==> config.mk <==
export PLATFORM = sky130hd
export DESIGN_NAME = skt_exec
export DESIGN_NICKNAME = d
export VERILOG_FILES = /design/src/skt_pkg.sv /design/src/skt_exec.sv
export VERILOG_INCLUDE_DIRS = /design/src
export SDC_FILE = /design/constraint.sdc
export NUM_CORES = 1
export LEC_CHECK = 0
export BUFFER_PORTS_ARGS = -buffer_cell sky130_fd_sc_hd__buf_2
export CAP_MARGIN = 20
export CORE_MARGIN = 4
export CORE_UTILIZATION = 51
export CTS_CLUSTER_SIZE = 14
export DETAILED_ROUTE_END_ITERATION = 12
export PLACE_DENSITY_LB_ADDON = 0.05
export SYNTH_ARGS = -nofsm -noshare
export SYNTH_HDL_FRONTEND = slang
export SYNTH_SLANG_ARGS = --single-unit
==> constraint.sdc <==
create_clock -name sys_clk -period 2.85 [get_ports sys_clk]
set_clock_uncertainty 0.15 [all_clocks]
set_input_delay 0.4275 -clock sys_clk [delete_from_list [all_inputs] [get_ports sys_clk]]
set_output_delay 0.4275 -clock sys_clk [all_outputs]
set_load 0.005 [all_outputs]
==> src/skt_defs.svh <==
`ifndef SKT_DEFS_SVH
`define SKT_DEFS_SVH

// ----------------------------------------
// Reset values, fixed page number and byte lane positions
// ----------------------------------------
`define SKT_ACC_RST       8'h00
`define SKT_TABLE_HIGH_LATCH_RST      8'h00
`define SKT_LAST_PAGE     8'hff
`define SKT_LOW_BYTE_LSB  0
`define SKT_HIGH_BYTE_LSB 8

`endif

==> src/skt_pkg.sv <==
package skt_pkg;

	typedef enum logic [3:0] {
		SKT_OP_NONE                           = 4'h0,
		SKT_OP_NIBBLE_EXCHANGE_TO_ACCUMULATOR = 4'h1,
		SKT_OP_SKIP_WHEN_ZERO                 = 4'h2,
		SKT_OP_COPY_THEN_SKIP_WHEN_ZERO       = 4'h3,
		SKT_OP_SKIP_WHEN_BIT_ZERO             = 4'h4,
		SKT_OP_TABLE_READ_CURRENT_PAGE        = 4'h5,
		SKT_OP_TABLE_READ_LAST_PAGE           = 4'h6,
		SKT_OP_EXCLUSIVE_OR_INTO_ACCUMULATOR  = 4'h7,
		SKT_OP_EXCLUSIVE_OR_INTO_MEMORY       = 4'h8,
		SKT_OP_EXCLUSIVE_OR_IMMEDIATE         = 4'h9
	} skt_op_t;

	typedef enum logic [2:0] {
		SKT_ST_RUN   = 3'b001,
		SKT_ST_DUMMY = 3'b010,
		SKT_ST_TABLE = 3'b100
	} skt_fsm_t;

	typedef struct packed {
		skt_op_t    op;
		logic [7:0] addr;
		logic [2:0] bit_sel;
		logic [7:0] imm;
	} skt_instr_t;

	typedef struct packed {
		logic       en;
		logic [7:0] addr;
		logic [7:0] data;
	} skt_mem_wr_t;

	typedef struct packed {
		skt_fsm_t    fsm;
		logic [7:0]  acc;
		logic        zero;
		logic [7:0]  table_high_latch;
		skt_mem_wr_t wr;
		logic        discard;
		logic        rom_rd;
		logic [15:0] rom_addr;
		logic [7:0]  pend_addr;
	} skt_state_t;

endpackage

==> src/skt_exec.sv <==
`timescale 1ns/1ns
`include "skt_defs.svh"

// Functional notes
// - Swap to accumulator: acc low nibble gets byte high nibble; byte, flags unchanged.
// - Byte zero test: zero byte discards prefetch, adds dummy cycle; else one cycle.
// - Copy then test: byte goes to accumulator; zero value skips with dummy cycle.
// - Bit zero test: selected bit zero discards prefetch, adds dummy cycle.
// - Current page table read: low byte to memory, high byte to latch.
// - Last page table read: low byte to memory, high byte to latch.
// - Register exclusive-or: result to accumulator, only zero flag changes.
// - Memory exclusive-or: result back to the byte, only zero flag changes.
// - Immediate exclusive-or: acc xor constant to accumulator, only zero flag changes.
module skt_exec
	import skt_pkg::*;
(
	input  wire logic        sys_clk,
	input  wire logic        sys_rst,
	input  wire logic        instr_valid,
	input  wire skt_instr_t  instr,
	output logic             instr_ready,
	input  wire logic [7:0]  mem_rdata,
	input  wire logic [7:0]  pc_page,
	input  wire logic [7:0]  table_pointer,
	input  wire logic [15:0] rom_rdata,
	output logic             rom_rd,
	output logic [15:0]      rom_addr,
	output skt_mem_wr_t      mem_wr,
	output logic [7:0]       acc,
	output logic             zero_flag,
	output logic [7:0]       table_high_latch,
	output logic             discard_prefetch
);

	// ----------------------------------------
	// Helpers
	// ----------------------------------------
	function automatic logic is_zero(input logic [7:0] v);
		return v == 8'h00;
	endfunction

	skt_state_t st;
	skt_state_t next_st;
	logic       taken;
	logic [7:0] xor_mem;
	logic [7:0] xor_imm;

	assign instr_ready = (st.fsm == SKT_ST_RUN);
	assign taken       = instr_valid && instr_ready;
	assign xor_mem     = st.acc ^ mem_rdata;
	assign xor_imm     = st.acc ^ instr.imm;

	// ----------------------------------------
	// Next state
	// ----------------------------------------
	always_comb
	begin
		next_st         = st;
		next_st.wr.en   = 1'b0;
		next_st.discard = 1'b0;
		next_st.rom_rd  = 1'b0;
		case (st.fsm)
			SKT_ST_RUN:
			begin
				if (instr_valid)
				begin
					case (instr.op)
						SKT_OP_NIBBLE_EXCHANGE_TO_ACCUMULATOR:
						begin
							next_st.acc = {mem_rdata[3:0], mem_rdata[7:4]};
						end
						SKT_OP_SKIP_WHEN_ZERO:
						begin
							if (is_zero(mem_rdata))
							begin
								next_st.discard = 1'b1;
								next_st.fsm     = SKT_ST_DUMMY;
							end
						end
						SKT_OP_COPY_THEN_SKIP_WHEN_ZERO:
						begin
							next_st.acc = mem_rdata;
							if (is_zero(mem_rdata))
							begin
								next_st.discard = 1'b1;
								next_st.fsm     = SKT_ST_DUMMY;
							end
						end
						SKT_OP_SKIP_WHEN_BIT_ZERO:
						begin
							if (!mem_rdata[instr.bit_sel])
							begin
								next_st.discard = 1'b1;
								next_st.fsm     = SKT_ST_DUMMY;
							end
						end
						SKT_OP_TABLE_READ_CURRENT_PAGE:
						begin
							next_st.rom_rd    = 1'b1;
							next_st.rom_addr  = {pc_page, table_pointer};
							next_st.pend_addr = instr.addr;
							next_st.fsm       = SKT_ST_TABLE;
						end
						SKT_OP_TABLE_READ_LAST_PAGE:
						begin
							next_st.rom_rd    = 1'b1;
							next_st.rom_addr  = {`SKT_LAST_PAGE, table_pointer};
							next_st.pend_addr = instr.addr;
							next_st.fsm       = SKT_ST_TABLE;
						end
						SKT_OP_EXCLUSIVE_OR_INTO_ACCUMULATOR:
						begin
							next_st.acc  = xor_mem;
							next_st.zero = is_zero(xor_mem);
						end
						SKT_OP_EXCLUSIVE_OR_INTO_MEMORY:
						begin
							next_st.wr.en   = 1'b1;
							next_st.wr.addr = instr.addr;
							next_st.wr.data = xor_mem;
							next_st.zero    = is_zero(xor_mem);
						end
						SKT_OP_EXCLUSIVE_OR_IMMEDIATE:
						begin
							next_st.acc  = xor_imm;
							next_st.zero = is_zero(xor_imm);
						end
						default:
						begin
							next_st.fsm = SKT_ST_RUN;
						end
					endcase
				end
			end
			SKT_ST_DUMMY:
			begin
				// Stands in for the discarded successor so fetch can refill
				next_st.fsm = SKT_ST_RUN;
			end
			SKT_ST_TABLE:
			begin
				// ROM answers during the cycle its address is held
				next_st.wr.en            = 1'b1;
				next_st.wr.addr          = st.pend_addr;
				next_st.wr.data          = rom_rdata[`SKT_LOW_BYTE_LSB +: 8];
				next_st.table_high_latch = rom_rdata[`SKT_HIGH_BYTE_LSB +: 8];
				next_st.fsm              = SKT_ST_RUN;
			end
			default:
			begin
				next_st.fsm = SKT_ST_RUN;
			end
		endcase
	end

	// ----------------------------------------
	// State register
	// ----------------------------------------
	always_ff @(posedge sys_clk or posedge sys_rst)
	begin
		if (sys_rst)
		begin
			st                  <= '0;
			st.fsm              <= SKT_ST_RUN;
			st.acc              <= `SKT_ACC_RST;
			st.table_high_latch <= `SKT_TABLE_HIGH_LATCH_RST;
		end
		else
		begin
			st <= next_st;
		end
	end

	assign rom_rd           = st.rom_rd;
	assign rom_addr         = st.rom_addr;
	assign mem_wr           = st.wr;
	assign acc              = st.acc;
	assign zero_flag        = st.zero;
	assign table_high_latch = st.table_high_latch;
	assign discard_prefetch = st.discard;

	skt_op_t taken_op;

	// Idle cycles read as a no-op, so each check keys only on an accepted instruction
	assign taken_op = taken ? instr.op : SKT_OP_NONE;
endmodule // skt_exec

==> impl_metrics.yaml, run 1 <==
timing:
  setup_viol: 0
  maxSlewHeadroom_pct: 54.8
  fmax_ghz: 0.452
  rsz0062_at_grt: "false"
  tightestPinTransition_ns: 0.677
  fin_crit_sh_pct: 77.5
  slew_viol_final: 0
  setup-tns-final_ns: 0
  min_period_ns: 2.21
  hold_viol: 0
placed_design:
  place_congestion: 0.919
  hpwl_um: 6250
  io_buffer_count: 118
power:
  power.share.clock_pct: 27.1
  power.leakage_uw: 0.00200
  total_power_uw: 2870
  p_per_area_nw_per_um2: 695
  combPwrFrac_pct: 27.2
  pwr-share-seq_pct: 45.6
  peakVddDrop_mv: 0.306
  p_sw_share_pct: 31.7
  p_int_uw: 1960
  power.switching_uw: 910
route:
  routed_wirelength_um: 8610
  drc: 0
  routed.top_layer: "met4"
  ant_nets: 0
  vias: 2799
  wl_met2_um: 4090
  first_iter_violations: 106
  wl_per_cell_um: 16.4
  dr_wl_met3_um: 552
  drt-pass1-iter-count: 5
  via_per_inst: 5.32
  wl_met1_um: 3920
critical_path:
  cp-end-kind: "register"
  worstPathMaxFanout: 33
  cp-start-kind: "register"
  crit_chain: "nand4bb_1 -> nor3_4 -> buf_4 -> mux2_2"
  max_stage_delay_ns: 0.57
  worst-setup-path-type: "register to register"
  crit_arrival_ns: 2.29
  crit_required_ns: 2.93
  slowest_stage: "dfstp_2"
cells_and_area:
  n_antenna_cell: 0
  final_nets: 491
  layout-drive-gt1-share_pct: 40.5
  areaGrowthSynthToFinish_pct: 13.7
synthesis:
  synth_ff_type: "dfrtp_1"
  ys.warnings.count: 0
  synth_top_area_share_pct: 42.6
  synth_area_leaders: "dfrtp_1 43%, buf_4 11%, mux2_2 6.8%"
  synth_edf_count: 0
  yosysSeqAreaShare_pct: 43.4
  syn_area_per_cell_um2: 10.2
  ys_seq_elements: 63
  yosysUniqueCellTypes: 58
  synth_area_um2: 3640
  synth_nets: 424
  syn_inst: 358
  yosysTopAreaCell: "dfrtp_1"
  synthArstFlopShare_pct: 100
die:
  die_h_um: 92.5
  num_rows: 30
  die_width_um: 92.5
  die-area_um2: 8550
  io_pins: 119
  coreArea_um2: 6870
  initial_core_util_pct: 53.0
global_route:
  grt_pass1_vias: 2728
  grt_pass1_wl_um: 14000
  antenna_found_initial: 0
  gr-usage-all-layers_pct: 20.7
  grt-ovfl-total: 0
  grt_max_degree: 35
outcome:
  status: "finished, final reports clean"
hold_path:
  hold_path_class: "primary input to asynchronous set/reset pin"
flow_run:
  maxCapViolations: 0
clock_network:
  numCtsBuffers: 9
  clk-insertion-delay-late_ns: 0.35
  cts_resized: 0
  postCtsSetupRepairBufs: 0
  clk_root_buffer_cell: "clkbuf_8"
  holdBufCountCts: 0
  clockBufferDepth: 2
  path_clk_slew_ns: 0.08
  tritoncts: "done"
  cts_sinks: 63
  htree_levels: 3
-- worst max-delay path: cells and delay by family (launching register included) --
kind / cells / cell delay [ns]
flops: 1 / 0.57
mux: 1 / 0.38
buf+inv: 1 / 0.36
simple gates: 2 / 0.61
-- metrics by stage --
| stage | area [µm²] | cells | setup WS (ns) | hold WS, ns | util (%) |
|---|---|---|---|---|---|
| after floorplan | 3640 | 358 | 0.704 | 0.297 | - |
| after global placement | 3930 | 509 | 0.572 | 0.303 | 57.2 |
| after detailed placement | 3930 | 509 | 0.532 | 0.308 | 57.2 |
| after CTS | 4130 | 525 | 0.641 | 0.0433 | 60.1 |
| after global routing | 4140 | 526 | 0.544 | 0.0717 | 60.2 |
| final | 4140 | 526 | 0.640 | 0.0231 | 60.2 |
-- placed cells by master, fill, tap and decap left out, types with 4 or more instances in the layout --
master and instances:
dfrtp_1 62, inv_1 4, nor3b_1 4, mux2_2 22, mux2i_1 7, a22oi_1 14, nand3_1 6, xor2_1 12
buf_2 118, a21oi_1 15, o22ai_1 6, o22a_1 4, xnor2_1 5, buf_4 5, nor2_1 30, clkbuf_8 9
nand2_1 32
-- cell type report --
class	instances	area, µm²
fillers	639	2730
multi-input cells	221	1570
well taps	96	120
clock buffers	9	124
flip-flops and latches	63	1580
clock inverters	7	72.6
inverters	6	22.5
repair buffers	124	648
-- state kept, by name (all words and copies together), names as in the netlist --
register          cells
mem_wr               17
table_high_latch      8
rom_addr             16
zero_flag             1
st                   11
discard_prefetch      1
acc                   8
rom_rd                1
-- path summary, 6_finish.rpt --
path	from	end	slack (ns)	depth (start not counted)
worst max-delay path	st[60]	st[6]	0.64	4
worst min-delay path	sys_rst	rom_addr[4]	0.02	2
worst max register to register	st[60]	st[6]	0.64	4
worst min register to register	mem_wr[10]	mem_wr[10]	0.32	2
max in group asynchronous	sys_rst	zero_flag	1.91	3
min in group sys_clk	table_pointer[3]	rom_addr[3]	0.16	2
-- metal layers --
layer	up-vias	GRT usage, %
met2	94	31.7
met1	1330	28.9
li1	1369	-
met4	0	7.05
met5	-	0
met3	6	4.79
-- cells by family (layout without fill, tap and decap cells) --
logic type      after synthesis  after routing  share of synthesized area [%]
simple gates                 98             98                           13.8
compound gates               75             75                           15.7
xor+xnor                     17             17                           4.09
flops                        63             63                           43.4
mux                          31             31                           9.35
buf+inv                      74            146                           13.7
-- power groups by stage --
stage	sequential, µW	combinational [µW]	clock [µW]
3_3_place_gp	1320	780	0
2_1_floorplan	1290	732	0
6_report	1310	783	780
3_5_place_dp	1330	793	0
5_1_grt	1350	875	841
4_1_cts	1310	796	802
-- cell usage after synthesis (3+ instances only) --
| master | instances |
|---|---|
| o22ai_1 | 6 |
| o21ai_1 | 3 |
| mux2_2 | 22 |
| a21oi_1 | 15 |
| nor2_1 | 30 |
| o22a_1 | 4 |
| nand2_1 | 32 |
| mux2i_1 | 7 |
| buf_4 | 52 |
| o21a_1 | 3 |
| nor4_1 | 3 |
| xor2_1 | 12 |
| a22oi_1 | 14 |
| buf_2 | 7 |
| a21boi_0 | 3 |
| nand3_1 | 6 |
| dfrtp_1 | 62 |
| inv_1 | 5 |
| clkbuf_1 | 7 |
| a221o_1 | 3 |
| nor3b_1 | 4 |
| o32ai_1 | 3 |
| xnor2_1 | 5 |
No activity file was read; power rests on OpenSTA's default activity.
==> run 2: changes to the inputs <==
CORE_UTILIZATION = 46   (was 51)
clock period = 1.9 ns   (was 2.85 ns; I/O delays follow)
==> impl_metrics.yaml, run 2 (synthesized netlist as in run 1, its figures left out) <==
cells_and_area:
  nFillCells: 716
  final_common_cell: "buf_2"
  final_cell_area_um2: 4380
  final_cell_mix: "118 x buf_2, 62 x dfrtp_1, 32 x nand2_1"
  final_core_util_pct: 56.7
  largest_reg_flops: 17
  n_antenna_cell: 0
  layout.area.seq_um2: 1580
  areaGrowthSynthToFinish_pct: 20.4
  multi_input_area_um2: 1590
  final_nets: 515
  layout-drive-gt1-share_pct: 43.6
timing:
  setup_viol: 0
  min_period_ns: 1.83
  maxSlewHeadroom_pct: 64.3
  tightestPinTransition_ns: 0.536
  fmax_ghz: 0.545
  hold_viol: 0
  setup-tns-final_ns: 0
  rsz0062_at_grt: "false"
  fin_crit_sh_pct: 96.5
  slew_viol_final: 0
power:
  p_per_area_nw_per_um2: 975
  peakVddDrop_mv: 0.407
  total_power_uw: 4270
  power.leakage_uw: 0.00213
global_route:
  grt_pass1_wl_um: 14800
  busiest_layer: "met2"
  grt_pass1_vias: 2909
  gr-usage-all-layers_pct: 19.5
  antenna_found_initial: 0
  grt_use_met2_pct: 28.2
  met1_usage_pct: 28.0
  grt-ovfl-total: 0
  grt_util_met3_pct: 5.84
  grt_max_degree: 34
route:
  wl_per_cell_um: 16.2
  vias: 2933
  first_iter_violations: 139
  drc: 0
  via_per_inst: 5.28
  routed_wirelength_um: 8980
  drt-pass1-iter-count: 5
  ant_nets: 0
die:
  io_pins: 119
  die_width_um: 96.9
  num_rows: 32
  coreArea_um2: 7730
  die-area_um2: 9400
  initial_core_util_pct: 47.1
  die_h_um: 96.9
critical_path:
  r2r_start: "st[60]"
  max_stage_delay_ns: 0.60
  crit_end: "st[1]"
  cp-start-kind: "register"
  slowest_stage: "dfstp_2"
  crit_family: "flip-flops"
  setup.worst_path.start: "st[60]"
  cp_num_cells: 5
  cp-end-kind: "register"
  worstPathMaxFanout: 7
  r2r-end: "st[1]"
  ff2ff_setup_slack_ns: 0.07
  crit_chain: "nand4bb_4 -> nor3_4 -> buf_4 -> clkbuf_16 -> mux2_2"
  worst-setup-path-type: "register to register"
  crit_required_ns: 1.99
  rr_worst_depth: 5
  crit_arrival_ns: 1.92
  cp.buffers_inverters: 2
flow_run:
  maxCapViolations: 0
clock_network:
  tritoncts: "done"
  path_clk_slew_ns: 0.08
  numCtsBuffers: 9
  htree_levels: 3
  cts_sinks: 63
  clk_root_buffer_cell: "clkbuf_8"
  clk-insertion-delay-late_ns: 0.35
  clockBufferDepth: 2
placed_design:
  dpl_cell_area_um2: 4100
  hpwl_um: 6550
  place_congestion: 0.843
  io_buffer_count: 118
hold_path:
  hold_path_class: "primary input to register"
  min-delay-start: "rom_rdata[7]"
outcome:
  status: "finished, final reports clean"
## run 2: cell count changes in the layout (fill, tap and decap cells not counted)
cell,previous run,this run
bufinv_16,1,0
clkinv_4,1,2
buf_12,1,2
nor3b_2,1,2
nand4bb_4,0,1
inv_2,1,0
clkbuf_16,0,2
buf_6,0,1
nor3b_1,4,3
clkinv_2,2,3
buf_4,5,23
nand4bb_1,1,0
dlygate4sd3_1,0,2
## run 2: worst min path at each step
stage                  endpoint  slack [ns]  cells past startpoint
global placement     mem_wr[14]        0.27                      3
floorplan                acc[0]        0.26                      1
global route        rom_addr[1]       0.002                      2
finish                mem_wr[7]        0.01                      2
CTS                 rom_addr[1]       0.002                      2
detailed placement   mem_wr[14]        0.27                      3
## run 2: power by group
part	total [µW]	internal, µW	switching [µW]
clock network	1060	475	581
logic	1270	677	594
registers	1940	1720	224
total	4270	2870	1400
## run 2: layer usage
metal  up-vias  wire length (µm)  part of all wire [%]
li1       1412                 -                     -
met1      1407              4280                    48
met2       104              4030                    45
met3        10               560                   6.2
met4         0               110                   1.2
met5         -                 0                     0
## run 2: cell type report
class	instances	share of cell area [%]
inverter	6	0.600
clock inverter	7	1.11
timing repair buffer	148	20.2
tap	102	2.91
clock buffer	9	2.83
multi-input combinational	221	36.3
sequential	63	36.0
## run 2: worst reg2reg max path: stages, from the launching register on
cell	delay (ns)
dfstp_2	0.60
nand4bb_4	0.15
nor3_4	0.21
buf_4	0.16
clkbuf_16	0.14
mux2_2	0.32
## run 2: through the flow
step	setup slack [ns]	hold slack, ns	cells
after floorplan	0.0652	0.260	358
after global placement	0.0553	0.267	533
after CTS	0.0541	0.00166	550
final	0.0661	0.00999	556
after global routing	0.00453	0.00236	556
after detailed placement	-0.0119	0.268	533
## run 2: repair_timing
action | CTS | global route
buffers inserted | 0 | 3
gates resized for setup | 0 | 3
endpoints found under the setup margin | 0 | 8
hold buffers | 1 | 1
endpoints found under the hold margin | 62 | 1
==> run 3: changes to the inputs <==
CORE_MARGIN = 5   (was 4)
==> impl_metrics.yaml, run 3 (synthesized netlist as in run 1, its figures left out) <==
outcome:
  status: "finished, final reports clean"
global_route:
  gr-usage-all-layers_pct: 18.8
  grt_pass1_vias: 2905
  grt-ovfl-total: 0
  grt_pass1_wl_um: 14700
  antenna_found_initial: 0
  grt_max_degree: 38
cells_and_area:
  areaGrowthSynthToFinish_pct: 21.4
  final_cell_area_um2: 4420
  final_cells: 551
  final_nets: 510
  final_cell_mix: "118 x buf_2, 62 x dfrtp_1, 32 x nand2_1"
  layout-drive-gt1-share_pct: 42.1
  final_core_util_pct: 57.2
  final_common_cell: "buf_2"
  n_antenna_cell: 0
  largest_reg_flops: 17
route:
  first_iter_violations: 114
  drt-pass1-iter-count: 4
  drc: 0
  via_per_inst: 5.26
  routed_wirelength_um: 9150
  vias: 2899
  wl_per_cell_um: 16.6
  ant_nets: 0
critical_path:
  max_stage_delay_ns: 0.58
  setup.worst_path.start: "st[60]"
  worst-setup-path-type: "register to register"
  crit_chain: "nand4bb_2 -> nor3_4 -> buf_12 -> mux2_2"
  worstPathMaxFanout: 26
  crit_required_ns: 1.97
  crit_arrival_ns: 1.88
  slowest_stage: "dfstp_2"
  r2r_start: "st[60]"
  cp-start-kind: "register"
  cp-end-kind: "register"
clock_network:
  clockBufferDepth: 2
  cts_sinks: 63
  postCtsSetupRepairBufs: 0
  tritoncts: "done"
  htree_levels: 3
  clk_root_buffer_cell: "clkbuf_8"
  numCtsBuffers: 9
  clk-insertion-delay-late_ns: 0.34
  path_clk_slew_ns: 0.08
power:
  p_per_area_nw_per_um2: 1070
  total_power_uw: 4710
  peakVddDrop_mv: 0.420
  power.leakage_uw: 0.00213
die:
  num_rows: 32
  io_pins: 119
  die_width_um: 98.9
  die-area_um2: 9790
  coreArea_um2: 7730
  initial_core_util_pct: 47.1
  die_h_um: 98.9
hold_path:
  hold_path_class: "primary input to register"
  min-delay-start: "table_pointer[5]"
flow_run:
  maxCapViolations: 0
placed_design:
  io_buffer_count: 118
  place_congestion: 0.916
  hpwl_um: 6810
  dpl_cell_area_um2: 4100
  dp_cells: 529
timing:
  fmax_ghz: 0.554
  setup-tns-final_ns: 0
  maxSlewHeadroom_pct: 66.3
  rsz0062_at_grt: "false"
  fin_crit_sh_pct: 95.1
  slew_viol_final: 0
  hold_viol: 0
  min_period_ns: 1.81
  tightestPinTransition_ns: 0.505
  setup_viol: 0
==> run 3: cell count changes in the layout (fill, tap and decap cells not counted), sizes merged <==
| cell | delta |
|---|---|
| buf | -7 |
| clkinv | -5 |
| dlygate4sd3 | +4 |
| bufinv | +3 |
| inv | +3 |
| clkbuf | -2 |
| clkinvlp | -1 |
==> run 3: final timing paths <==
path	to	slack [ns]	depth (start not counted)
min in group asynchronous	mem_wr[16]	0.23	3
worst max-delay path	rom_addr[6]	0.09	4
worst min-delay path	rom_addr[5]	0.02	2
worst max register to register	rom_addr[6]	0.09	4
worst min register to register	mem_wr[11]	0.33	2
max in group asynchronous	st[60]	0.91	4
==> run 3: final cells by class <==
type,count,area (µm²)
fill,724,3310
sequential,63,1580
inverter,6,26.3
tap,102,128
clock buffer,9,124
timing repair buffer,143,856
clock inverter,7,125
multi-input combinational,221,1580
==> run 3: worst max-delay path: cells and delay by family, from the launching register on <==
family | cells | cell delay, ns
buf+inv | 1 | 0.20
flops | 1 | 0.58
mux | 1 | 0.34
simple gates | 2 | 0.42
==> run 3: report_power, final <==
part           switching, µW  internal (µW)  total [µW]
logic                    585            667        1250
clock network            603            891        1490
registers                245           1720        1960
total                   1430           3280        4710
==> run 3: per-stage QoR <==
step	setup WS (ns)	hold WS (ns)
3_5_place_dp	0.0607	0.0349
6_report	0.0937	0.0212
2_1_floorplan	0.0652	0.260
5_1_grt	0.00368	0.000347
4_1_cts	0.0902	0.00156
3_3_place_gp	0.0854	0.0340
==> run 3: what timing repair did <==
item / in CTS / in global routing
gates resized for setup: 1 / 0
endpoints found under the setup margin: 1 / 0
hold endpoints to repair: 67 / 0
hold buffers: 6 / 0
==> run 3: per-layer routing <==
metal | global-route usage [%] | routed length (µm)
met3 | 4.39 | 601
met4 | 5.78 | 89
met5 | 0 | 0
met2 | 29.0 | 4220
met1 | 26.1 | 4240
